**config.mk**
```make
export PLATFORM = sky130hd
export DESIGN_NAME = stb_scram_bypass
export DESIGN_NICKNAME = d
export VERILOG_FILES = /design/src/stb_pkg.sv /design/src/stb_scram_bypass.sv
export VERILOG_INCLUDE_DIRS = /design/src
export SDC_FILE = /design/constraint.sdc
export NUM_CORES = 1
export LEC_CHECK = 0
export ABC_AREA = 1
export BUFFER_PORTS_ARGS = -buffer_cell sky130_fd_sc_hd__buf_2
export CAP_MARGIN = 40
export CORE_ASPECT_RATIO = 1.2
export CORE_MARGIN = 10
export CORE_UTILIZATION = 50
export DETAILED_ROUTE_END_ITERATION = 10
export GPL_ROUTABILITY_DRIVEN = 0
export GPL_TIMING_DRIVEN = 0
export HOLD_SLACK_MARGIN = 0.02
export PLACE_DENSITY = 0.77
export SETUP_SLACK_MARGIN = 0.1
export SLEW_MARGIN = 40
export SYNTH_ARGS = -nofsm -noshare
export SYNTH_HDL_FRONTEND = slang
export SYNTH_SLANG_ARGS = --single-unit
```
**constraint.sdc**
```tcl
create_clock -name clk_in -period 6.31 [get_ports clk_in]
set_input_delay 0.631 -clock clk_in [delete_from_list [all_inputs] [get_ports clk_in]]
set_output_delay 0.631 -clock clk_in [all_outputs]
set_load 0.005 [all_outputs]
```
**src/stb_params.svh**
```systemverilog
// Offsets, field positions, reset values and timing counts of the scram bypass interlock
`ifndef STB_PARAMS_SVH
`define STB_PARAMS_SVH

// ****************************************
// Clock and timing
// ****************************************
`define STB_CLK_HZ 64'd100000000
`define STB_SD_DELAY_S 64'd10
`define STB_SD_DELAY_CYCLES (`STB_SD_DELAY_S * `STB_CLK_HZ)
`define STB_TBV_LIMIT_US 64'd200
`define STB_TBV_LIMIT_CYCLES ((`STB_TBV_LIMIT_US * `STB_CLK_HZ) / 64'd1000000)

// ****************************************
// Widths
// ****************************************
`define STB_DIV_NUM 4
`define STB_TBV_NUM 8
`define STB_PWR_W 8
`define STB_PRS_W 12

// ****************************************
// Register offsets (byte addresses)
// ****************************************
`define STB_OFS_POWER_SP 8'h00
`define STB_OFS_PRESSURE_SP 8'h04
`define STB_OFS_TBV_LIMIT 8'h08
`define STB_OFS_VALVE_CFG 8'h0c
`define STB_OFS_INDICATION 8'h10
`define STB_OFS_ALARM 8'h14

// ****************************************
// Reset values and fields
// ****************************************
`define STB_RST_POWER_SP 8'h28
`define STB_RST_PRESSURE_SP 12'h100
`define STB_RST_CNT_LO 4'h2
`define STB_RST_CNT_HI 4'h6
`define STB_RST_CNT_SPLIT 8'h46
`define STB_CFG_LO_LSB 0
`define STB_CFG_HI_LSB 4
`define STB_CFG_SPLIT_LSB 8

`endif

```
**src/stb_pkg.sv**
```systemverilog
// Types shared by the scram bypass interlock
package stb_pkg;

    typedef enum logic [1:0] {
        STB_MODE_SHUTDOWN = 2'b00,
        STB_MODE_REFUEL = 2'b01,
        STB_MODE_STARTUP = 2'b10,
        STB_MODE_RUN = 2'b11
    } stb_mode_t;

    typedef enum logic [1:0] {
        STB_SD_IDLE = 2'b00,
        STB_SD_SCRAM = 2'b01,
        STB_SD_BYPASS = 2'b10
    } stb_sd_state_t;

endpackage : stb_pkg

```
**src/stb_scram_bypass.sv**
```systemverilog
// Operational bypass interlock for scram trip functions, four divisions
//
// Summary of operation
// Stop and control valve closure trips bypassed while power below 40% setpoint.
// Same trips bypassed if enough bypass valves open within time limit after closure.
// Low power bypass and required bypass valve count both follow simulated power.
// Power above setpoint removes low power bypass; active bypass is indicated.
// Charging header pressure bypass allowed only in Shutdown or Refuel.
// Operators use four per-division switches to bypass charging pressure trip.
// Bypass permits reset despite low header pressure; bypass is indicated.
// Each division sends rod withdrawal block while its charging bypass exists.
// Startup or Run cancels charging bypass regardless of switch positions.
// Alarm if any charging bypass switch left in bypass in Startup or Run.
// Isolation valve trip bypassed per division below pressure, not in Run; alarmed.
// Four line switches bypass closed isolation valve signals of one line; indicated.
// Bus loss trip bypassed outside Run and indicated.
// Shutdown position scram bypassed after about 10 s delay; alarmed.
// In Run startup monitor trips bypassed and rod blocks disabled; indicated only.
// In Run neutron monitor logic forced to coincident trip mode.
// Alarm if any selector is non-coincident while in Run.
// Non-coincident division trips on any single startup monitor trip.
// Water level high trip bypassed outside Run and indicated.
// Condenser pressure high trip bypassed outside Run and indicated.
// Moving the mode switch to Shutdown initiates a scram.
// Each trip output is its condition gated by inverse bypass, per division.
// Setpoints, valve time limit and valve counts are configurable registers.
`include "stb_params.svh"

module stb_scram_bypass #(
    parameter logic [31:0] SD_DELAY_CYCLES = 32'(`STB_SD_DELAY_CYCLES),
    parameter logic [31:0] TBV_LIMIT_CYCLES = 32'(`STB_TBV_LIMIT_CYCLES)
) (
    input wire logic clk_in,
    input wire logic rst_n_in,
    // AHB-Lite slave
    input wire logic hsel_in,
    input wire logic [31:0] haddr_in,
    input wire logic [1:0] htrans_in,
    input wire logic hwrite_in,
    input wire logic [2:0] hsize_in,
    input wire logic [31:0] hwdata_in,
    input wire logic hready_in,
    output logic hreadyout_out,
    output logic hresp_out,
    output logic [31:0] hrdata_out,
    // Plant inputs, asynchronous
    input wire logic [1:0] reactor_mode_in,
    input wire logic [7:0] simulated_power_in,
    input wire logic [47:0] reactor_pressure_in,
    input wire logic [3:0] turbine_stop_valve_trip_in,
    input wire logic [3:0] turbine_control_valve_trip_in,
    input wire logic [7:0] turbine_bypass_valve_open_in,
    input wire logic [3:0] charging_pressure_low_in,
    input wire logic [3:0] charging_bypass_switch_in,
    input wire logic [3:0] main_steam_isolation_valve_closed_in,
    input wire logic [3:0] main_steam_isolation_valve_line_switch_in,
    input wire logic [3:0] bus_loss_trip_in,
    input wire logic [3:0] level_high_trip_in,
    input wire logic [3:0] condenser_trip_in,
    input wire logic [3:0] startup_range_monitor_trip_in,
    input wire logic [3:0] startup_range_monitor_rod_block_in,
    input wire logic [3:0] noncoincident_select_in,
    // Gated trips per division
    output logic [3:0] turbine_valve_trip_out,
    output logic [3:0] charging_pressure_trip_out,
    output logic [3:0] main_steam_isolation_valve_trip_out,
    output logic [3:0] bus_loss_trip_out,
    output logic [3:0] level_high_trip_out,
    output logic [3:0] condenser_trip_out,
    output logic [3:0] startup_range_monitor_trip_out,
    output logic [3:0] startup_range_monitor_rod_block_out,
    output logic [3:0] shutdown_mode_scram_out,
    output logic [3:0] coincident_mode_out,
    output logic [3:0] rod_withdrawal_block_out,
    // Main control room indications and alarms
    output logic low_power_bypass_out,
    output logic bypass_valve_bypass_out,
    output logic [3:0] charging_bypass_out,
    output logic [3:0] isolation_auto_bypass_out,
    output logic [3:0] isolation_line_bypass_out,
    output logic mode_bypass_out,
    output logic shutdown_scram_bypass_out,
    output logic startup_range_monitor_bypass_out,
    output logic charging_switch_alarm_out,
    output logic isolation_bypass_alarm_out,
    output logic shutdown_bypass_alarm_out,
    output logic noncoincident_alarm_out
);

    // ****************************************
    // Input synchronisers
    // ****************************************
    localparam int SYNC_W = 114;
    logic [SYNC_W-1:0] sync_a;
    logic [SYNC_W-1:0] sync_b;
    wire [SYNC_W-1:0] raw_in = {reactor_mode_in, simulated_power_in, reactor_pressure_in,
        turbine_stop_valve_trip_in, turbine_control_valve_trip_in, turbine_bypass_valve_open_in,
        charging_pressure_low_in, charging_bypass_switch_in, main_steam_isolation_valve_closed_in,
        main_steam_isolation_valve_line_switch_in, bus_loss_trip_in, level_high_trip_in,
        condenser_trip_in, startup_range_monitor_trip_in, startup_range_monitor_rod_block_in,
        noncoincident_select_in};

    always_ff @(posedge clk_in or negedge rst_n_in) begin
        if (!rst_n_in) begin
            sync_a <= '0;
            sync_b <= '0;
        end else begin
            sync_a <= raw_in;
            sync_b <= sync_a;
        end
    end

    wire [1:0] s_mode = sync_b[113:112];
    wire [7:0] s_power = sync_b[111:104];
    wire [47:0] s_pressure = sync_b[103:56];
    wire [3:0] s_tsv = sync_b[55:52];
    wire [3:0] s_tcv = sync_b[51:48];
    wire [7:0] s_tbv_open = sync_b[47:40];
    wire [3:0] s_chg_low = sync_b[39:36];
    wire [3:0] s_chg_sw = sync_b[35:32];
    wire [3:0] s_main_steam_isolation_valve_closed = sync_b[31:28];
    wire [3:0] s_main_steam_isolation_valve_line_sw = sync_b[27:24];
    wire [3:0] s_bus_loss = sync_b[23:20];
    wire [3:0] s_level_high = sync_b[19:16];
    wire [3:0] s_condenser = sync_b[15:12];
    wire [3:0] s_srm_trip = sync_b[11:8];
    wire [3:0] s_srm_block = sync_b[7:4];
    wire [3:0] s_noncoinc = sync_b[3:0];

    // ****************************************
    // Configuration registers
    // ****************************************
    logic [7:0] power_sp;
    logic [11:0] pressure_sp;
    logic [31:0] tbv_limit;
    logic [3:0] cnt_lo;
    logic [3:0] cnt_hi;
    logic [7:0] cnt_split;

    // ****************************************
    // Mode decode
    // ****************************************
    wire mode_shutdown = (s_mode == stb_pkg::STB_MODE_SHUTDOWN);
    wire mode_refuel = (s_mode == stb_pkg::STB_MODE_REFUEL);
    wire mode_startup = (s_mode == stb_pkg::STB_MODE_STARTUP);
    wire mode_run = (s_mode == stb_pkg::STB_MODE_RUN);
    wire not_run = ~mode_run;

    function automatic logic [3:0] count_ones(input logic [7:0] v);
        logic [3:0] n;
        n = 4'h0;
        for (int i = 0; i < 8; i++) begin
            n = n + {3'h0, v[i]};
        end
        return n;
    endfunction : count_ones

    // ****************************************
    // Turbine valve closure bypasses
    // ****************************************
    wire low_power = (s_power < power_sp);
    wire [3:0] tbv_required = (s_power < cnt_split) ? cnt_lo : cnt_hi;
    wire tbv_enough = (count_ones(s_tbv_open) >= tbv_required);
    wire any_closure = |(s_tsv | s_tcv);
    logic closure_seen;
    logic [31:0] tbv_timer;
    logic tbv_bypass;
    // Window opens on first closure; late valves do not count
    wire tbv_in_window = any_closure && (!closure_seen || tbv_timer < tbv_limit);
    wire next_tbv_bypass = any_closure && (tbv_bypass || (tbv_in_window && tbv_enough));
    wire [31:0] next_tbv_timer = !any_closure ? 32'h0 :
        (closure_seen && tbv_timer != 32'hffffffff) ? tbv_timer + 32'h1 : tbv_timer;
    wire turbine_bypass = low_power | tbv_bypass;

    always_ff @(posedge clk_in or negedge rst_n_in) begin
        if (!rst_n_in) begin
            closure_seen <= 1'b0;
            tbv_timer <= 32'h0;
            tbv_bypass <= 1'b0;
        end else begin
            closure_seen <= any_closure;
            tbv_timer <= next_tbv_timer;
            tbv_bypass <= next_tbv_bypass;
        end
    end

    // ****************************************
    // Shutdown position scram and delayed bypass
    // ****************************************
    stb_pkg::stb_sd_state_t sd_state;
    stb_pkg::stb_sd_state_t next_sd_state;
    logic [31:0] sd_count;
    wire sd_done = (sd_count >= SD_DELAY_CYCLES - 32'h1);

    always_comb begin
        case (sd_state)
            stb_pkg::STB_SD_IDLE: begin
                next_sd_state = mode_shutdown ? stb_pkg::STB_SD_SCRAM : stb_pkg::STB_SD_IDLE;
            end
            stb_pkg::STB_SD_SCRAM: begin
                next_sd_state = !mode_shutdown ? stb_pkg::STB_SD_IDLE :
                    (sd_done ? stb_pkg::STB_SD_BYPASS : stb_pkg::STB_SD_SCRAM);
            end
            stb_pkg::STB_SD_BYPASS: begin
                next_sd_state = mode_shutdown ? stb_pkg::STB_SD_BYPASS : stb_pkg::STB_SD_IDLE;
            end
            default: begin
                next_sd_state = stb_pkg::STB_SD_IDLE;
            end
        endcase
    end

    always_ff @(posedge clk_in or negedge rst_n_in) begin
        if (!rst_n_in) begin
            sd_state <= stb_pkg::STB_SD_IDLE;
            sd_count <= 32'h0;
        end else begin
            sd_state <= next_sd_state;
            sd_count <= (sd_state == stb_pkg::STB_SD_SCRAM) ? sd_count + 32'h1 : 32'h0;
        end
    end

    // ****************************************
    // Per-division bypass and trip logic
    // ****************************************
    wire chg_allowed = mode_shutdown | mode_refuel;
    wire [3:0] chg_bypass = s_chg_sw & {4{chg_allowed}};
    logic [3:0] main_steam_isolation_valve_auto;
    wire [3:0] main_steam_isolation_valve_line_trip = s_main_steam_isolation_valve_closed & ~s_main_steam_isolation_valve_line_sw;
    logic [3:0] srm_div_trip;

    always_comb begin
        for (int d = 0; d < 4; d++) begin
            main_steam_isolation_valve_auto[d] = not_run && (s_pressure[d*12 +: 12] < pressure_sp);
            // Coincident: two monitors; non-coincident: any one
            srm_div_trip[d] = (s_noncoinc[d] && not_run) ? |s_srm_trip :
                (count_ones({4'h0, s_srm_trip}) >= 4'h2);
        end
    end

    wire [3:0] next_turbine_trip = (s_tsv | s_tcv) & ~{4{turbine_bypass}};
    wire [3:0] next_chg_trip = s_chg_low & ~chg_bypass;
    wire [3:0] next_main_steam_isolation_valve_trip = {4{|main_steam_isolation_valve_line_trip}} & ~main_steam_isolation_valve_auto;
    wire [3:0] next_bus_trip = s_bus_loss & {4{mode_run}};
    wire [3:0] next_level_trip = s_level_high & {4{mode_run}};
    wire [3:0] next_cond_trip = s_condenser & {4{mode_run}};
    wire [3:0] next_srm_trip = srm_div_trip & {4{not_run}};
    wire [3:0] next_srm_block = s_srm_block & {4{not_run}};
    wire [3:0] next_sd_scram = {4{sd_state == stb_pkg::STB_SD_SCRAM}};
    wire [3:0] next_coinc = {4{mode_run}} | ~s_noncoinc;
    wire next_chg_alarm = |s_chg_sw && (mode_startup || mode_run);
    wire next_nc_alarm = |s_noncoinc && mode_run;

    always_ff @(posedge clk_in or negedge rst_n_in) begin
        if (!rst_n_in) begin
            turbine_valve_trip_out <= 4'h0;
            charging_pressure_trip_out <= 4'h0;
            main_steam_isolation_valve_trip_out <= 4'h0;
            bus_loss_trip_out <= 4'h0;
            level_high_trip_out <= 4'h0;
            condenser_trip_out <= 4'h0;
            startup_range_monitor_trip_out <= 4'h0;
            startup_range_monitor_rod_block_out <= 4'h0;
            shutdown_mode_scram_out <= 4'h0;
            coincident_mode_out <= 4'hf;
            rod_withdrawal_block_out <= 4'h0;
            low_power_bypass_out <= 1'b0;
            bypass_valve_bypass_out <= 1'b0;
            charging_bypass_out <= 4'h0;
            isolation_auto_bypass_out <= 4'h0;
            isolation_line_bypass_out <= 4'h0;
            mode_bypass_out <= 1'b0;
            shutdown_scram_bypass_out <= 1'b0;
            startup_range_monitor_bypass_out <= 1'b0;
            charging_switch_alarm_out <= 1'b0;
            isolation_bypass_alarm_out <= 1'b0;
            shutdown_bypass_alarm_out <= 1'b0;
            noncoincident_alarm_out <= 1'b0;
        end else begin
            turbine_valve_trip_out <= next_turbine_trip;
            charging_pressure_trip_out <= next_chg_trip;
            main_steam_isolation_valve_trip_out <= next_main_steam_isolation_valve_trip;
            bus_loss_trip_out <= next_bus_trip;
            level_high_trip_out <= next_level_trip;
            condenser_trip_out <= next_cond_trip;
            startup_range_monitor_trip_out <= next_srm_trip;
            startup_range_monitor_rod_block_out <= next_srm_block;
            shutdown_mode_scram_out <= next_sd_scram;
            coincident_mode_out <= next_coinc;
            rod_withdrawal_block_out <= chg_bypass;
            low_power_bypass_out <= low_power;
            bypass_valve_bypass_out <= tbv_bypass;
            charging_bypass_out <= chg_bypass;
            isolation_auto_bypass_out <= main_steam_isolation_valve_auto;
            isolation_line_bypass_out <= s_main_steam_isolation_valve_line_sw;
            mode_bypass_out <= not_run;
            shutdown_scram_bypass_out <= (sd_state == stb_pkg::STB_SD_BYPASS);
            startup_range_monitor_bypass_out <= mode_run;
            charging_switch_alarm_out <= next_chg_alarm;
            isolation_bypass_alarm_out <= |main_steam_isolation_valve_auto;
            shutdown_bypass_alarm_out <= (sd_state == stb_pkg::STB_SD_BYPASS);
            noncoincident_alarm_out <= next_nc_alarm;
        end
    end

    // ****************************************
    // AHB-Lite register slave
    // ****************************************
    // Zero wait states; unmapped reads return zero, writes there are dropped
    logic wr_pend;
    logic [7:0] wr_addr;
    wire addr_take = hsel_in && htrans_in[1] && hready_in;
    wire [7:0] rd_ofs = {haddr_in[7:2], 2'b00};
    wire [31:0] ind_word = {14'h0, startup_range_monitor_bypass_out, shutdown_scram_bypass_out,
        mode_bypass_out, bypass_valve_bypass_out, low_power_bypass_out, isolation_line_bypass_out,
        isolation_auto_bypass_out, charging_bypass_out, 1'b0};
    wire [31:0] alarm_word = {28'h0, noncoincident_alarm_out, shutdown_bypass_alarm_out,
        isolation_bypass_alarm_out, charging_switch_alarm_out};
    wire [31:0] cfg_word = {16'h0, cnt_split, cnt_hi, cnt_lo};
    wire [31:0] rd_word =
        (rd_ofs == `STB_OFS_POWER_SP) ? {24'h0, power_sp} :
        (rd_ofs == `STB_OFS_PRESSURE_SP) ? {20'h0, pressure_sp} :
        (rd_ofs == `STB_OFS_TBV_LIMIT) ? tbv_limit :
        (rd_ofs == `STB_OFS_VALVE_CFG) ? cfg_word :
        (rd_ofs == `STB_OFS_INDICATION) ? ind_word :
        (rd_ofs == `STB_OFS_ALARM) ? alarm_word : 32'h0;
    wire [31:0] next_hrdata = (addr_take && !hwrite_in && haddr_in[31:8] == 24'h0) ? rd_word : 32'h0;

    assign hreadyout_out = 1'b1;
    assign hresp_out = 1'b0;

    always_ff @(posedge clk_in or negedge rst_n_in) begin
        if (!rst_n_in) begin
            wr_pend <= 1'b0;
            wr_addr <= 8'h0;
            hrdata_out <= 32'h0;
        end else begin
            wr_pend <= addr_take && hwrite_in && haddr_in[31:8] == 24'h0;
            wr_addr <= rd_ofs;
            hrdata_out <= next_hrdata;
        end
    end

    always_ff @(posedge clk_in or negedge rst_n_in) begin
        if (!rst_n_in) begin
            power_sp <= `STB_RST_POWER_SP;
            pressure_sp <= `STB_RST_PRESSURE_SP;
            tbv_limit <= TBV_LIMIT_CYCLES;
            cnt_lo <= `STB_RST_CNT_LO;
            cnt_hi <= `STB_RST_CNT_HI;
            cnt_split <= `STB_RST_CNT_SPLIT;
        end else if (wr_pend) begin
            if (wr_addr == `STB_OFS_POWER_SP) power_sp <= hwdata_in[7:0];
            if (wr_addr == `STB_OFS_PRESSURE_SP) pressure_sp <= hwdata_in[11:0];
            if (wr_addr == `STB_OFS_TBV_LIMIT) tbv_limit <= hwdata_in;
            if (wr_addr == `STB_OFS_VALVE_CFG) begin
                cnt_lo <= hwdata_in[`STB_CFG_LO_LSB +: 4];
                cnt_hi <= hwdata_in[`STB_CFG_HI_LSB +: 4];
                cnt_split <= hwdata_in[`STB_CFG_SPLIT_LSB +: 8];
            end
        end
    end

    // ****************************************
    // Assertions
    // ****************************************
    turbine_low_power_a: assert property (@(posedge clk_in) disable iff (!rst_n_in)
        low_power |=> turbine_valve_trip_out == 4'h0 && low_power_bypass_out)
        else $error("Turbine valve trip not bypassed at low power");
    turbine_full_power_a: assert property (@(posedge clk_in) disable iff (!rst_n_in)
        !low_power && !tbv_bypass |=> turbine_valve_trip_out == $past(s_tsv | s_tcv))
        else $error("Turbine valve trip not restored above setpoint");
    charging_mode_a: assert property (@(posedge clk_in) disable iff (!rst_n_in)
        (mode_startup || mode_run) |=> charging_bypass_out == 4'h0 && rod_withdrawal_block_out == 4'h0)
        else $error("Charging bypass active in Startup or Run");
    rod_block_a: assert property (@(posedge clk_in) disable iff (!rst_n_in)
        ##1 rod_withdrawal_block_out == ($past(s_chg_sw) & {4{$past(chg_allowed)}}))
        else $error("Rod withdrawal block does not follow charging bypass");
    charging_alarm_a: assert property (@(posedge clk_in) disable iff (!rst_n_in)
        mode_run && |s_chg_sw |=> charging_switch_alarm_out)
        else $error("Charging switch alarm missing");
    isolation_run_a: assert property (@(posedge clk_in) disable iff (!rst_n_in)
        mode_run |=> isolation_auto_bypass_out == 4'h0 && !isolation_bypass_alarm_out)
        else $error("Isolation valve bypass active in Run");
    run_trips_a: assert property (@(posedge clk_in) disable iff (!rst_n_in)
        mode_run && s_bus_loss[0] && s_level_high[1] |=> bus_loss_trip_out[0] && level_high_trip_out[1])
        else $error("Bus loss or level trip bypassed in Run");
    shutdown_scram_a: assert property (@(posedge clk_in) disable iff (!rst_n_in)
        sd_state == stb_pkg::STB_SD_IDLE && mode_shutdown ##1 mode_shutdown |=> shutdown_mode_scram_out == 4'hf)
        else $error("Shutdown position did not scram");
    shutdown_bypass_a: assert property (@(posedge clk_in) disable iff (!rst_n_in)
        sd_state == stb_pkg::STB_SD_SCRAM && sd_done && mode_shutdown |=> ##1 shutdown_bypass_alarm_out)
        else $error("Shutdown scram bypass not raised after delay");
    coincident_run_a: assert property (@(posedge clk_in) disable iff (!rst_n_in)
        mode_run |=> coincident_mode_out == 4'hf && startup_range_monitor_trip_out == 4'h0)
        else $error("Coincident mode not forced in Run");
    noncoinc_alarm_a: assert property (@(posedge clk_in) disable iff (!rst_n_in)
        $rose(next_nc_alarm) |=> noncoincident_alarm_out)
        else $error("Non-coincident alarm missing in Run");

endmodule : stb_scram_bypass

```
Word level (Yosys, flattened, before mapping):

Index checks and enable logic that the tools add are counted.

* add/sub/neg operators: 12
* $lt $le $gt $ge: 10
* eq/ne operators: 15
* multiplexer cells: 20
* bitwise gates (word level): 20
* reductions and logical operators: 40

Operator list (count)
* two-way mux 32 bit: 7
* adder 32 x 1 -> 32 bit, second input constant: 2
* less-than comparator 12 bit: 4
* bitwise AND 4 bit: 10
* two-way mux 18 bit: 2
* >= comparator 32 x 30 -> 1 bit, second input constant: 1
* less-than comparator 32 bit: 1
* != test 32 bit, second input constant: 1
* equality test 6 x 2 -> 1 bit, second input constant: 4
* logical NOT 24 bit: 1
* OR reduction 4 bit: 6
* logical AND 1 bit: 20
* NOT 4 bit: 5
* adder 4 x 1 -> 4 bit: 4
* logical NOT 8 bit: 2
* less-than comparator 8 bit: 2
* equality test 6 x 1 -> 1 bit, second input constant: 2
* equality test 6 x 3 -> 1 bit, second input constant: 2
* adder 3 x 1 -> 4 bit: 2
* two-way mux 4 bit: 2
* OR 4 bit: 2
* AND reduction 2 bit: 4
* adder 2 x 1 -> 3 bit: 2
* equality test 2 bit, second input constant: 3
* other kinds (13): 26

* register bits: 460
* bits of input ports: 188
* word-level logic and storage cells: 154

Logic depth before layout (Yosys ltp):

Gate-level depths: netlist (run 1).

* depth in word-level cells: 11
* gate-level depth with buffers: 16

Worst setup path after synthesis (run 1):

OpenSTA, ideal clock, no wires.

* path kind: reg2reg
* start: reg sync_b[40]
* end: reg tbv_bypass
* arrival: 3.180 ns
* data required time: 6.174 ns
* slack: 2.994 ns
* stages on the path, launching flop included: 17
* path buffers: 0
* cells stage by stage: dfrtp_1 > inv_1 > fa_1 > fa_1 > fa_1 > inv_1 > ha_1 > inv_1 > fa_1 > inv_1 > ha_1 > inv_1 > nor2_1 > o211ai_1 > nand3_1 > nand2_1 > a21oi_1

* word-level cells in the longest chain between the ends: 11

RTL lines
* from (decl): line stb_scram_bypass.sv:95 `logic [SYNC_W-1:0] sync_b;`
* from (signal assigned): line stb_scram_bypass.sv:109 `sync_b <= sync_a;`
* adder 1 x 1 -> 2 bit: line stb_scram_bypass.sv:153 `n = n + {3'h0, v[i]};`
* adder 2 x 1 -> 3 bit: line stb_scram_bypass.sv:153
* adder 3 x 1 -> 4 bit: line stb_scram_bypass.sv:153
* adder 4 x 1 -> 4 bit (4 in series): line stb_scram_bypass.sv:153
* >= comparator 4 bit: line stb_scram_bypass.sv:163 `wire tbv_enough = (count_ones(s_tbv_open) >= tbv_required);`
* logical AND 1 bit: line stb_scram_bypass.sv:170 `wire next_tbv_bypass = any_closure && (tbv_bypass || (tbv_in_window && tbv_enough));`
* logical OR 1 bit: line stb_scram_bypass.sv:170
* logical AND 1 bit: line stb_scram_bypass.sv:170
* via next_tbv_bypass: line stb_scram_bypass.sv:170
* to (signal assigned): line stb_scram_bypass.sv:183 `tbv_bypass <= next_tbv_bypass;`
* to (decl): line stb_scram_bypass.sv:167 `logic tbv_bypass;`

The timed path passes the listed nets, and every way through them passes these cells.
A chain may end at the register's enable or synchronous reset.

Worst setup path in the final report (run 1):

Ends and elaborated chain as after synthesis.

==> report_table.html, run 1 <==
<table>
<tr><th>Metric</th><th>Value</th></tr>
<tr><th colspan="2">Run status</th></tr>
<tr><td>Run status</td><td>completed</td></tr>
<tr><th colspan="2">Global route</th></tr>
<tr><td>Maximum number of pins on one net before global-route repair</td><td>83</td></tr>
<tr><td>Antenna violations before repair</td><td>12</td></tr>
<tr><td>Wire length of the first global-routing pass</td><td>75700 µm</td></tr>
<tr><td>Number of global-route vias before repair</td><td>14.2k</td></tr>
<tr><td>Congestion Overflow GR</td><td>0</td></tr>
<tr><td>GRT Total Usage</td><td>0.210</td></tr>
<tr><th colspan="2">Finish</th></tr>
<tr><td>Most frequent standard cell in the layout excluding fill and tap cells</td><td>sky130_fd_sc_hd__dfrtp_1</td></tr>
<tr><td>Share of layout cells above drive strength 1</td><td>0.199</td></tr>
<tr><td>Final cell count without fillers</td><td>2609</td></tr>
<tr><td>Number of filler cells placed in the layout</td><td>2889</td></tr>
<tr><td>Area growth syn-to-layout</td><td>20.3%</td></tr>
<tr><td>Core utilization of the finished layout</td><td>0.605</td></tr>
<tr><td>Post-layout net count</td><td>2383</td></tr>
<tr><td>Highest-count cells in the layout ignoring fill and taps</td><td>sky130_fd_sc_hd__dfrtp_1, sky130_fd_sc_hd__nand2_1, sky130_fd_sc_hd__buf_2</td></tr>
<tr><th colspan="2">Pwr</th></tr>
<tr><td>Internal power summed over all cells</td><td>0.00490 W</td></tr>
<tr><td>Share of power burned in registers</td><td>0.492</td></tr>
<tr><td>Switching share of power</td><td>0.239</td></tr>
<tr><td>Peak supply drop</td><td>0.000240 V</td></tr>
<tr><td>Power Density</td><td>289 nW/µm²</td></tr>
<tr><td>Switching power of the nets</td><td>0.00154 W</td></tr>
<tr><td>Leakage power figure</td><td>11.2 nW</td></tr>
<tr><td>Relative contribution of combinational cells to total power</td><td>0.074</td></tr>
<tr><td>Clock network power share</td><td>0.434</td></tr>
<tr><th colspan="2">Critical path</th></tr>
<tr><td>Required @ worst endpoint</td><td>6.73 ns</td></tr>
<tr><td>Data arrival at the endpoint of the critical path</td><td>4.17 ns</td></tr>
<tr><td>Slowest CP cell</td><td>sky130_fd_sc_hd__fa_1</td></tr>
<tr><td>Setup crit start kind</td><td>flip-flop</td></tr>
<tr><td>Crit path capture type</td><td>flip-flop</td></tr>
<tr><td>Critical path's largest stage delay</td><td>0.56 ns</td></tr>
<tr><td>WS Path Type</td><td>reg -&gt; reg</td></tr>
<tr><td>Worst-path fanout max</td><td>2</td></tr>
<tr><td>Most common cell type on the critical path</td><td>sky130_fd_sc_hd__inv_1</td></tr>
<tr><td>Critical Path, Cell by Cell</td><td>inv_1 &gt; fa_1 &gt; fa_1 &gt; fa_1 &gt; inv_1 &gt; ha_1 &gt; inv_1 &gt; fa_1 &gt; inv_1 &gt; ha_1 &gt; inv_1 &gt; nor2_1 &gt; o211ai_1 &gt; nand3_1 &gt; nand2_1 &gt; a21oi_1</td></tr>
<tr><th colspan="2">STA</th></tr>
<tr><td>Post-Route Setup TNS</td><td>0 ns</td></tr>
<tr><td>Hold Violations, Final</td><td>0</td></tr>
<tr><td>Final setup violation count</td><td>0</td></tr>
<tr><td>Worst slew margin relative to its limit</td><td>0.482</td></tr>
<tr><td>Setup clock skew after layout</td><td>0.0214 ns</td></tr>
<tr><td>Post-layout minimum cycle time</td><td>3.75 ns</td></tr>
<tr><td>Setup repair after global routing missed its margin</td><td>false</td></tr>
<tr><td>Max Freq</td><td>267 MHz</td></tr>
<tr><td>Period Utilization, post-route</td><td>0.594</td></tr>
<tr><td>Fin. max-slew vios</td><td>0</td></tr>
<tr><td>Final critical-path setup slack</td><td>2.56 ns</td></tr>
<tr><td>Worst Max-Slew Pin Slew</td><td>0.777 ns</td></tr>
<tr><th colspan="2">Drt</th></tr>
<tr><td>Number of vias per cell</td><td>5.22</td></tr>
<tr><td>Drt wl/cell</td><td>18.4 µm</td></tr>
<tr><td>Number of vias after detailed routing</td><td>13.6k</td></tr>
<tr><td>First-pass iteration count of the detailed router</td><td>5</td></tr>
<tr><td>Detailed router's first-iteration violation count</td><td>1033</td></tr>
<tr><td>Remaining design rule violation count</td><td>0</td></tr>
<tr><td>Antenna-violating nets left</td><td>0</td></tr>
<tr><td>Overall routed net length</td><td>48000 µm</td></tr>
<tr><th colspan="2">Floorplanning</th></tr>
<tr><td>Number of top-level pins</td><td>287</td></tr>
<tr><td>Std cell rows</td><td>77</td></tr>
<tr><td>Vertical die dimension</td><td>231 µm</td></tr>
<tr><td>Horiz. Die Dim</td><td>195 µm</td></tr>
<tr><td>DIE AREA</td><td>45100 µm²</td></tr>
<tr><td>Starting Density</td><td>0.503</td></tr>
<tr><td>Core area</td><td>36700 µm²</td></tr>
<tr><th colspan="2">Clock tree</th></tr>
<tr><td>Clock tree from TritonCTS</td><td>yes</td></tr>
<tr><td>Register clock-pin slew on the reported worst setup and hold paths</td><td>0.07 ns</td></tr>
<tr><td>Maximum clock path buffer count</td><td>3</td></tr>
<tr><td>Library cell used as clock root buffer</td><td>sky130_fd_sc_hd__clkbuf_16</td></tr>
<tr><td>Number of buffers created by CTS</td><td>44</td></tr>
<tr><td>Skew-Pair Late Insertion Delay</td><td>0.57 ns</td></tr>
<tr><td>Clock H-tree levels</td><td>2</td></tr>
<tr><td>Sinks on the clock net</td><td>460</td></tr>
<tr><th colspan="2">Logic synthesis</th></tr>
<tr><td>Area share of the largest cell type after synthesis</td><td>0.599</td></tr>
<tr><td>Post-synth EDFFs</td><td>0</td></tr>
<tr><td>Ranking of synthesized cells by area</td><td>sky130_fd_sc_hd__dfrtp_1, sky130_fd_sc_hd__ha_1, sky130_fd_sc_hd__nand2_1</td></tr>
<tr><td>Cell type with the highest aggregate area in the netlist</td><td>sky130_fd_sc_hd__dfrtp_1</td></tr>
<tr><td>Sequential fraction of the synthesis area</td><td>0.624</td></tr>
<tr><td>Top flip-flop cell by instance count after synthesis</td><td>sky130_fd_sc_hd__dfrtp_1</td></tr>
<tr><td>Yosys warning total</td><td>0</td></tr>
<tr><td>Synth unique cells</td><td>50</td></tr>
<tr><td>Async set-reset flop share out of synthesis</td><td>1.00</td></tr>
<tr><td>Synth Instances</td><td>1760</td></tr>
<tr><td>Mean cell area of the mapped netlist</td><td>10.5 µm²</td></tr>
<tr><td>Post-synth net total</td><td>2052</td></tr>
<tr><td>Post-synthesis cell area</td><td>18500 µm²</td></tr>
<tr><td>Yosys reg bits</td><td>460</td></tr>
<tr><th colspan="2">Place</th></tr>
<tr><td>Port buffer count</td><td>278</td></tr>
<tr><td>Placed cell count</td><td>2518</td></tr>
<tr><td>Post-detailed-placement half-perimeter wirelength</td><td>36500 µm</td></tr>
<tr><td>Place WS</td><td>2.56 ns</td></tr>
<tr><th colspan="2">Run</th></tr>
<tr><td>Maxcap violations</td><td>0</td></tr>
<tr><th colspan="2">Min path</th></tr>
<tr><td>Tightest Hold Check Type</td><td>in -&gt; reg</td></tr>
</table>
[layer usage]
metal	track usage	part of all wire	vias to the layer above	wire (µm)
li1	-	-	6378	-
met1	0.245	0.38	6562	18500
met2	0.361	0.49	527	23700
met3	0.0545	0.077	135	3710
met4	0.0855	0.042	8	2000
met5	0	0.0010	-	50
[power by group through the flow]
stage / combinational [W] / sequential (W) / clock [W]
5_1_grt: 0.000542 / 0.00317 / 0.00296
3_3_place_gp: 0.000437 / 0.00321 / 0
4_1_cts: 0.000481 / 0.00316 / 0.00283
3_5_place_dp: 0.000472 / 0.00321 / 0
2_1_floorplan: 0.000231 / 0.00319 / 0
6_report: 0.000476 / 0.00316 / 0.00279
[state kept, by name (all words and copies together), names as in the netlist, 6 cells and up]
register	cells
sync_a	114
power_sp	8
wr_addr	6
cnt_split	8
tbv_limit	32
tbv_timer	32
hrdata_out	32
pressure_sp	12
sd_count	32
sync_b	114
[cell usage after synthesis, types with 6 or more instances]
| library cell | instances |
|---|---|
| sky130_fd_sc_hd__nand4_1 | 24 |
| sky130_fd_sc_hd__buf_2 | 7 |
| sky130_fd_sc_hd__nand3_1 | 52 |
| sky130_fd_sc_hd__nand2_1 | 288 |
| sky130_fd_sc_hd__ha_1 | 99 |
| sky130_fd_sc_hd__buf_4 | 10 |
| sky130_fd_sc_hd__inv_1 | 227 |
| sky130_fd_sc_hd__o21ai_0 | 121 |
| sky130_fd_sc_hd__nor2_1 | 165 |
| sky130_fd_sc_hd__o21a_1 | 12 |
| sky130_fd_sc_hd__nor4_1 | 12 |
| sky130_fd_sc_hd__nor3_1 | 52 |
| sky130_fd_sc_hd__dfstp_2 | 18 |
| sky130_fd_sc_hd__dfrtp_1 | 442 |
| sky130_fd_sc_hd__a211oi_1 | 6 |
| sky130_fd_sc_hd__xor2_1 | 29 |
| sky130_fd_sc_hd__o211ai_1 | 6 |
| sky130_fd_sc_hd__a221oi_1 | 8 |
| sky130_fd_sc_hd__clkbuf_1 | 25 |
| sky130_fd_sc_hd__a21oi_1 | 80 |
| sky130_fd_sc_hd__o22ai_1 | 6 |
[through the flow]
| step | cell area (µm²) | hold WS [ns] | power (W) |
|---|---|---|---|
| 2_1_floorplan | 18500 | 0.331 | 0.00342 |
| 3_3_place_gp | 20500 | 0.332 | 0.00365 |
| 3_5_place_dp | 20600 | 0.335 | 0.00368 |
| 4_1_cts | 22200 | 0.139 | 0.00647 |
| 5_1_grt | 22200 | 0.143 | 0.00667 |
| 6_report | 22200 | 0.161 | 0.00643 |
[worst paths after layout]
check	from	endpoint	slack (ns)	depth (start not counted)
setup reg to reg	sync_b[40]	tbv_bypass	2.56	16
hold / removal	reactor_pressure_in[42]	sync_a[98]	0.16	1
min in group asynchronous	rst_n_in	sync_b[40]	0.59	2
hold reg to reg	sync_a[29]	sync_b[29]	0.34	0
max in group asynchronous	rst_n_in	coincident_mode_out[3]	4.28	5
setup / recovery	sync_b[40]	tbv_bypass	2.56	16
[what timing repair did]
item | 4_1_cts | 5_1_grt
buffers inserted | 0 | 0
hold buffers | 1 | 0
gates resized for setup | 0 | 0
endpoints found under the hold margin | 3 | 0
[cells by family (layout without fill, tap and decap cells)]
logic type | count (synthesis) | after routing | share of synthesized area
other cells | 2 | 10 | 0.000407
flops | 460 | 460 | 0.624
fa+ha+maj | 104 | 104 | 0.0725
compound gates | 262 | 262 | 0.0792
buf+inv | 278 | 645 | 0.0602
simple gates | 621 | 621 | 0.148
xor+xnor | 33 | 33 | 0.0156
[layout make-up]
class                   instances  area [µm²]  area share
flip-flops and latches        460       11500       0.519
well taps                     474         593      0.0267
repair buffers                285        1580      0.0710
clock inverters                22         319      0.0144
plain buffers                  46         241      0.0109
clock buffers                  60        1230      0.0554
multi-input cells            1022        5830       0.263
inverters                     232         871      0.0392
diodes                          8        20.0    0.000901
[critical path: cells and delay by family, from the launching register on]
family,cells,cell delay [ns]
fa+ha+maj,6,2.44
flops,1,0.33
simple gates,3,0.33
buf+inv,5,0.30
compound gates,2,0.20
No activity file was read; power rests on OpenSTA's default activity.
==> run 2, diff against run 1 <==
PLACE_DENSITY = 0.79   (was 0.77)
clock period = 3 ns   (was 6.31 ns; I/O delays follow)
==> run 2 against run 1 <==
Against the previous run:
- hold slack lost 0.11 ns
- critical path type unchanged
- maximum frequency grew 5.4%
- the flow now finishes with violations (setup timing)
- routed wire length grew 12%
- critical path depth is the same
- worst setup slack lost 3.1 ns
- cell count grew 5.7%
- sequential cell count is the same
- clock skew grew 0.0083 ns
- largest cell class unchanged
- clock power grew 100%
- global-route usage grew 2.7 points
- non-clock buffer count grew 152
==> report_table.html, run 2 (synthesis results as in run 1) <==
<table>
<tr><th>Metric</th><th>Value</th></tr>
<tr><th colspan="2">Global route</th></tr>
<tr><td>Wire length of the first global-routing pass</td><td>85600 µm</td></tr>
<tr><td>GRT Total Usage</td><td>0.237</td></tr>
<tr><td>Antenna violations before repair</td><td>2</td></tr>
<tr><td>Congestion Overflow GR</td><td>0</td></tr>
<tr><td>Maximum number of pins on one net before global-route repair</td><td>77</td></tr>
<tr><td>Number of global-route vias before repair</td><td>15.9k</td></tr>
<tr><th colspan="2">Finish</th></tr>
<tr><td>Highest-count cells in the layout ignoring fill and taps</td><td>sky130_fd_sc_hd__dfrtp_1, sky130_fd_sc_hd__nand2_1, sky130_fd_sc_hd__buf_2</td></tr>
<tr><td>Post-layout net count</td><td>2536</td></tr>
<tr><td>Core utilization of the finished layout</td><td>0.646</td></tr>
<tr><td>Largest registers</td><td>sync_a (114), sync_b (114)</td></tr>
<tr><td>Area growth syn-to-layout</td><td>28.4%</td></tr>
<tr><td>Share of layout cells above drive strength 1</td><td>0.192</td></tr>
<tr><td>Most frequent standard cell in the layout excluding fill and tap cells</td><td>sky130_fd_sc_hd__dfrtp_1</td></tr>
<tr><td>Final design area excluding fillers</td><td>23700 µm²</td></tr>
<tr><td>Final cell count without fillers</td><td>2757</td></tr>
<tr><th colspan="2">Clock tree</th></tr>
<tr><td>Skew-Pair Late Insertion Delay</td><td>0.58 ns</td></tr>
<tr><td>Clock tree from TritonCTS</td><td>yes</td></tr>
<tr><td>Number of buffers created by CTS</td><td>45</td></tr>
<tr><td>Maximum clock path buffer count</td><td>3</td></tr>
<tr><td>Library cell used as clock root buffer</td><td>sky130_fd_sc_hd__clkbuf_16</td></tr>
<tr><td>Post-CTS repair timing setup buffer count</td><td>0</td></tr>
<tr><td>Register clock-pin slew on the reported worst setup and hold paths</td><td>0.06 ns</td></tr>
<tr><td>Clock H-tree levels</td><td>2</td></tr>
<tr><td>Sinks on the clock net</td><td>460</td></tr>
<tr><th colspan="2">STA</th></tr>
<tr><td>Post-layout minimum cycle time</td><td>3.56 ns</td></tr>
<tr><td>Setup clock skew after layout</td><td>0.0297 ns</td></tr>
<tr><td>Max Freq</td><td>281 MHz</td></tr>
<tr><td>Final critical-path setup slack</td><td>-0.556 ns</td></tr>
<tr><td>Hold Violations, Final</td><td>0</td></tr>
<tr><td>Worst slack on hold paths</td><td>0.0481 ns</td></tr>
<tr><td>Period Utilization, post-route</td><td>1.19</td></tr>
<tr><td>Worst Max-Slew Pin Slew</td><td>0.843 ns</td></tr>
<tr><td>Final setup violation count</td><td>1</td></tr>
<tr><td>Fin. max-slew vios</td><td>0</td></tr>
<tr><td>Setup repair after global routing missed its margin</td><td>true</td></tr>
<tr><td>Worst slew margin relative to its limit</td><td>0.436</td></tr>
<tr><th colspan="2">Floorplanning</th></tr>
<tr><td>Vertical die dimension</td><td>231 µm</td></tr>
<tr><td>Starting Density</td><td>0.503</td></tr>
<tr><td>Number of top-level pins</td><td>287</td></tr>
<tr><td>DIE AREA</td><td>45100 µm²</td></tr>
<tr><td>Horiz. Die Dim</td><td>195 µm</td></tr>
<tr><td>Std cell rows</td><td>77</td></tr>
<tr><td>Core area</td><td>36700 µm²</td></tr>
<tr><th colspan="2">Critical path</th></tr>
<tr><td>Required @ worst endpoint</td><td>3.42 ns</td></tr>
<tr><td>Worst path bufs/invs</td><td>5</td></tr>
<tr><td>Critical Path, Cell by Cell</td><td>inv_2 &gt; fa_1 &gt; fa_1 &gt; fa_1 &gt; inv_1 &gt; ha_2 &gt; inv_2 &gt; fa_1 &gt; inv_2 &gt; ha_4 &gt; inv_2 &gt; nor2_1 &gt; o211ai_1 &gt; nand3_2 &gt; nand2_2 &gt; a21oi_2</td></tr>
<tr><td>Setup crit start kind</td><td>flip-flop</td></tr>
<tr><td>Cell family with most CP delay</td><td>adder cells</td></tr>
<tr><td>Critical path origin</td><td>sync_b[43]</td></tr>
<tr><td>Worst-path fanout max</td><td>2</td></tr>
<tr><td>Slowest CP cell</td><td>sky130_fd_sc_hd__fa_1</td></tr>
<tr><td>Crit path capture type</td><td>flip-flop</td></tr>
<tr><td>Source of the worst register-to-register timing path</td><td>sync_b[43]</td></tr>
<tr><td>Data arrival at the endpoint of the critical path</td><td>3.98 ns</td></tr>
<tr><td>Critical path's largest stage delay</td><td>0.55 ns</td></tr>
<tr><td>WS Path Type</td><td>reg -&gt; reg</td></tr>
<tr><th colspan="2">Drt</th></tr>
<tr><td>Detailed router's first-iteration violation count</td><td>1211</td></tr>
<tr><td>Number of vias after detailed routing</td><td>14.7k</td></tr>
<tr><td>First-pass iteration count of the detailed router</td><td>8</td></tr>
<tr><td>Remaining design rule violation count</td><td>0</td></tr>
<tr><td>Overall routed net length</td><td>53900 µm</td></tr>
<tr><td>Antenna-violating nets left</td><td>0</td></tr>
<tr><td>Number of vias per cell</td><td>5.34</td></tr>
<tr><td>Drt wl/cell</td><td>19.5 µm</td></tr>
<tr><th colspan="2">Place</th></tr>
<tr><td>Post-detailed-placement half-perimeter wirelength</td><td>36400 µm</td></tr>
<tr><td>Port buffer count</td><td>278</td></tr>
<tr><td>Placed standard-cell area</td><td>20700 µm²</td></tr>
<tr><td>Placed cell count</td><td>2519</td></tr>
<tr><th colspan="2">Pwr</th></tr>
<tr><td>Peak supply drop</td><td>0.000730 V</td></tr>
<tr><td>Power Density</td><td>570 nW/µm²</td></tr>
<tr><td>Leakage power figure</td><td>11.9 nW</td></tr>
<tr><th colspan="2">Run</th></tr>
<tr><td>Maxcap violations</td><td>0</td></tr>
<tr><th colspan="2">Run status</th></tr>
<tr><td>Run status</td><td>finished, violations left</td></tr>
<tr><td>Failing checks</td><td>setup timing</td></tr>
<tr><th colspan="2">Min path</th></tr>
<tr><td>Launch point of the worst hold path</td><td>hwrite_in</td></tr>
<tr><td>Tightest Hold Check Type</td><td>in -&gt; reg</td></tr>
</table>
-- run 2: layout make-up --
cell class	count	area [µm²]
clock inverter	28	277
antenna	2	5.00
buffer	46	241
multi-input combinational	1022	5860
tap	474	593
inverter	232	871
fill	2653	13000
sequential	460	11500
timing repair buffer	437	3120
clock buffer	56	1220
-- run 2: power breakdown --
| group | total [W] | internal (W) | switching [W] |
|---|---|---|---|
| clock | 0.00566 | 0.00312 | 0.00254 |
| combinational | 0.00121 | 0.000531 | 0.000677 |
| sequential | 0.00666 | 0.00647 | 0.000185 |
-- run 2: worst paths after layout --
check,depth (start not counted),endpoint,slack (ns)
worst max-delay path,16,tbv_bypass,-0.56
worst min-delay path,2,wr_pend,0.05
worst max register to register,16,tbv_bypass,-0.56
worst min register to register,0,sync_b[112],0.34
max in group asynchronous,5,coincident_mode_out[2],1.43
min in group asynchronous,2,sync_a[41],0.21
-- run 2: repair_timing --
item | 4_1_cts | 5_1_grt
hold endpoints to repair | 265 | 0
gates resized for setup | 6 | 3
setup endpoints to repair | 1 | 1
pin swaps | 7 | 5
hold buffers | 152 | 0
-- run 2: worst register-to-register path: cells and delay by family, from the launching register on --
| family | cells | cell delay [ns] |
|---|---|---|
| DFF | 1 | 0.33 |
| adders and majority gates | 6 | 2.32 |
| buffers and inverters | 5 | 0.25 |
| and+or+nand+nor | 3 | 0.28 |
| AOI/OAI and AO/OA | 2 | 0.24 |
-- run 2: routing by layer --
metal / vias up / GRT usage / routed length, µm
met5: - / 0 / 0
met4: 0 / 0.125 / 3020
met3: 197 / 0.0509 / 4150
met2: 701 / 0.413 / 27100
met1: 7129 / 0.268 / 19600
li1: 6684 / - / -
-- run 2: stage by stage --
step / setup TNS, ns / power [W] / setup slack, ns
global route: -0.668 / 0.0140 / -0.668
CTS: -0.661 / 0.0135 / -0.661
finish: -0.556 / 0.0135 / -0.556
floorplan: -0.316 / 0.00719 / -0.316
global placement: -3120.85 / 0.00767 / -6.95
detailed placement: -0.712 / 0.00776 / -0.712
==> run 3, diff against run 2 <==
PLACE_DENSITY = 0.74   (was 0.79)
==> run 3 against run 2 <==
Against the previous run:
- register-to-register slack lost 0.15 ns
- largest power group unchanged
- critical path depth unchanged
- clock skew rose by 0.012 ns
- the run still ends with setup timing left
- critical endpoint unchanged
- cell count is essentially flat
- critical path type unchanged
- die area unchanged
- utilization down 0.075 points
- routed wire length is 3.0% lower
- total power barely moved
==> report_table.html, run 3 (synthesis results as in run 1) <==
<table>
<tr><th>Metric</th><th>Value</th></tr>
<tr><th colspan="2">Run status</th></tr>
<tr><td>Run status</td><td>finished, violations left</td></tr>
<tr><td>Failing checks</td><td>setup timing</td></tr>
<tr><th colspan="2">Global route</th></tr>
<tr><td>Met3 usage in global routing</td><td>0.0536</td></tr>
<tr><td>Layer with the highest usage after global routing</td><td>met2</td></tr>
<tr><td>GRT Total Usage</td><td>0.229</td></tr>
<tr><td>Met2 Usage GRT</td><td>0.404</td></tr>
<tr><td>Maximum number of pins on one net before global-route repair</td><td>76</td></tr>
<tr><td>Antenna violations before repair</td><td>3</td></tr>
<tr><td>Number of global-route vias before repair</td><td>15.3k</td></tr>
<tr><td>Wire length of the first global-routing pass</td><td>82500 µm</td></tr>
<tr><td>Met1 track utilization from global routing</td><td>0.264</td></tr>
<tr><td>Congestion Overflow GR</td><td>0</td></tr>
<tr><th colspan="2">Critical path</th></tr>
<tr><td>Critical path origin</td><td>sync_b[40]</td></tr>
<tr><td>Most common cell type on the critical path</td><td>sky130_fd_sc_hd__inv_1</td></tr>
<tr><td>Crit path capture type</td><td>flip-flop</td></tr>
<tr><td>Slowest CP cell</td><td>sky130_fd_sc_hd__fa_1</td></tr>
<tr><td>Critical Path, Cell by Cell</td><td>inv_1 &gt; fa_1 &gt; fa_1 &gt; fa_1 &gt; inv_1 &gt; ha_1 &gt; inv_1 &gt; fa_1 &gt; inv_1 &gt; ha_1 &gt; inv_1 &gt; nor2_1 &gt; o211ai_1 &gt; nand3_2 &gt; nand2_1 &gt; a21oi_1</td></tr>
<tr><td>Worst-path fanout max</td><td>2</td></tr>
<tr><td>WS Path Type</td><td>reg -&gt; reg</td></tr>
<tr><td>Length in cells of the worst reg-to-reg path</td><td>16</td></tr>
<tr><td>Source of the worst register-to-register timing path</td><td>sync_b[40]</td></tr>
<tr><td>Required @ worst endpoint</td><td>3.40 ns</td></tr>
<tr><td>Setup crit start kind</td><td>flip-flop</td></tr>
<tr><td>Worst setup path end</td><td>tbv_bypass</td></tr>
<tr><td>Reg-to-reg slack, setup</td><td>-0.71 ns</td></tr>
<tr><td>Critical path's largest stage delay</td><td>0.56 ns</td></tr>
<tr><td>RR Endpoint</td><td>tbv_bypass</td></tr>
<tr><td>Data arrival at the endpoint of the critical path</td><td>4.10 ns</td></tr>
<tr><th colspan="2">Clock tree</th></tr>
<tr><td>Clock H-tree levels</td><td>2</td></tr>
<tr><td>Number of buffers created by CTS</td><td>46</td></tr>
<tr><td>Post-CTS repair timing setup buffer count</td><td>0</td></tr>
<tr><td>Sinks on the clock net</td><td>460</td></tr>
<tr><td>Register clock-pin slew on the reported worst setup and hold paths</td><td>0.06 ns</td></tr>
<tr><td>Library cell used as clock root buffer</td><td>sky130_fd_sc_hd__clkbuf_16</td></tr>
<tr><td>Skew-Pair Late Insertion Delay</td><td>0.57 ns</td></tr>
<tr><td>Maximum clock path buffer count</td><td>3</td></tr>
<tr><td>Clock tree from TritonCTS</td><td>yes</td></tr>
<tr><th colspan="2">STA</th></tr>
<tr><td>Fin. max-slew vios</td><td>0</td></tr>
<tr><td>Post-Route Setup TNS</td><td>-0.705 ns</td></tr>
<tr><td>Final critical-path setup slack</td><td>-0.705 ns</td></tr>
<tr><td>Setup clock skew after layout</td><td>0.0414 ns</td></tr>
<tr><td>Post-layout minimum cycle time</td><td>3.71 ns</td></tr>
<tr><td>Period Utilization, post-route</td><td>1.24</td></tr>
<tr><td>Max Freq</td><td>270 MHz</td></tr>
<tr><td>Setup repair after global routing missed its margin</td><td>true</td></tr>
<tr><td>Hold Violations, Final</td><td>0</td></tr>
<tr><td>Worst Max-Slew Pin Slew</td><td>0.792 ns</td></tr>
<tr><td>Final setup violation count</td><td>1</td></tr>
<tr><td>Worst slew margin relative to its limit</td><td>0.470</td></tr>
<tr><th colspan="2">Floorplanning</th></tr>
<tr><td>Number of top-level pins</td><td>287</td></tr>
<tr><td>Horiz. Die Dim</td><td>195 µm</td></tr>
<tr><td>Core area</td><td>36700 µm²</td></tr>
<tr><td>DIE AREA</td><td>45100 µm²</td></tr>
<tr><td>Vertical die dimension</td><td>231 µm</td></tr>
<tr><td>Starting Density</td><td>0.503</td></tr>
<tr><td>Std cell rows</td><td>77</td></tr>
<tr><th colspan="2">Drt</th></tr>
<tr><td>Overall routed net length</td><td>52300 µm</td></tr>
<tr><td>Antenna-violating nets left</td><td>0</td></tr>
<tr><td>Drt wl/cell</td><td>18.9 µm</td></tr>
<tr><td>Number of vias after detailed routing</td><td>14.3k</td></tr>
<tr><td>Number of vias per cell</td><td>5.19</td></tr>
<tr><td>Remaining design rule violation count</td><td>0</td></tr>
<tr><td>Detailed router's first-iteration violation count</td><td>909</td></tr>
<tr><td>First-pass iteration count of the detailed router</td><td>7</td></tr>
<tr><th colspan="2">Place</th></tr>
<tr><td>Port buffer count</td><td>278</td></tr>
<tr><td>Placed standard-cell area</td><td>20600 µm²</td></tr>
<tr><td>Post-detailed-placement half-perimeter wirelength</td><td>36500 µm</td></tr>
<tr><td>Placed cell count</td><td>2518</td></tr>
<tr><td>Place WS</td><td>-0.750 ns</td></tr>
<tr><th colspan="2">Finish</th></tr>
<tr><td>Area growth syn-to-layout</td><td>28.2%</td></tr>
<tr><td>Largest registers</td><td>sync_a (114), sync_b (114)</td></tr>
<tr><td>Share of layout cells above drive strength 1</td><td>0.187</td></tr>
<tr><td>Final design area excluding fillers</td><td>23700 µm²</td></tr>
<tr><td>Final cell count without fillers</td><td>2758</td></tr>
<tr><td>Number of filler cells placed in the layout</td><td>2704</td></tr>
<tr><td>Multi-input combinational cell area</td><td>5840 µm²</td></tr>
<tr><td>Highest-count cells in the layout ignoring fill and taps</td><td>sky130_fd_sc_hd__dfrtp_1, sky130_fd_sc_hd__nand2_1, sky130_fd_sc_hd__buf_2</td></tr>
<tr><td>Most frequent standard cell in the layout excluding fill and tap cells</td><td>sky130_fd_sc_hd__dfrtp_1</td></tr>
<tr><td>Combined flip-flop and latch cell area</td><td>11500 µm²</td></tr>
<tr><td>Post-layout net count</td><td>2537</td></tr>
<tr><th colspan="2">Pwr</th></tr>
<tr><td>Leakage power figure</td><td>11.9 nW</td></tr>
<tr><td>Power Density</td><td>571 nW/µm²</td></tr>
<tr><td>Peak supply drop</td><td>0.000483 V</td></tr>
<tr><th colspan="2">Min path</th></tr>
<tr><td>Tightest Hold Check Type</td><td>in -&gt; reg</td></tr>
<tr><th colspan="2">Run</th></tr>
<tr><td>Maxcap violations</td><td>0</td></tr>
</table>
## run 3: changes by cell type in the layout (fill, tap and decap cells not counted), sizes merged
cell      before  now
diode          2    4
clkinvlp       5    4
clkbuf        81   88
clkinv        20   14
inv          233  232
## run 3: final cells by class
class	instances	share of cell area
Sequential cell	460	0.487
Inverter	232	0.0368
Clock buffer	63	0.0552
Tap cell	474	0.0250
Antenna cell	4	0.000423
Clock inverter	20	0.00814
Buffer	46	0.0102
Timing Repair Buffer	437	0.131
Multi-Input combinational cell	1022	0.246
## run 3: repair_timing
item                                    4_1_cts  5_1_grt
resized for setup                             1        0
endpoints found under the setup margin        1        1
hold buffers                                152        0
hold endpoints to repair                    247        0
## run 3: worst min path at each step
stage,startpoint,end,slack [ns],depth (start not counted)
6_report,hwdata_in[11],pressure_sp[11],0.04,3
5_1_grt,hwdata_in[0],pressure_sp[0],0.03,3
4_1_cts,hwdata_in[11],pressure_sp[11],0.02,3
3_5_place_dp,rst_n_in,sync_a[43],0.22,1
3_3_place_gp,sync_a[66],sync_b[66],0.33,0
2_1_floorplan,rst_n_in,bus_loss_trip_out[0],0.004,0
## run 3: critical path, delay by kind of cell, from the launching register on
kind	cells	cell delay (ns)
adders and majority gates	6	2.38
DFF	1	0.33
and+or+nand+nor	3	0.29
buffers and inverters	5	0.28
AOI/OAI and AO/OA	2	0.25
## run 3: stage by stage
stage	total power [W]	util	hold slack (ns)
after floorplan	0.00719	-	0.00441
after detailed placement	0.00775	0.562	0.219
after global placement	0.00768	0.557	0.332
after global routing	0.0140	0.645	0.0347
after CTS	0.0136	0.645	0.0203
final	0.0135	0.645	0.0430
## run 3: where the power goes
| part | internal, W | switching [W] | leakage [nW] |
|---|---|---|---|
| logic | 0.000515 | 0.000656 | 5.65 |
| clock network | 0.00324 | 0.00246 | 0.732 |
| registers | 0.00647 | 0.000182 | 5.50 |
| total | 0.0102 | 0.00330 | 11.9 |
## run 3: per-layer routing
metal	vias up	part of all wire
met5	-	0
met3	121	0.076
li1	6695	-
met1	6930	0.37
met2	576	0.51
met4	0	0.036
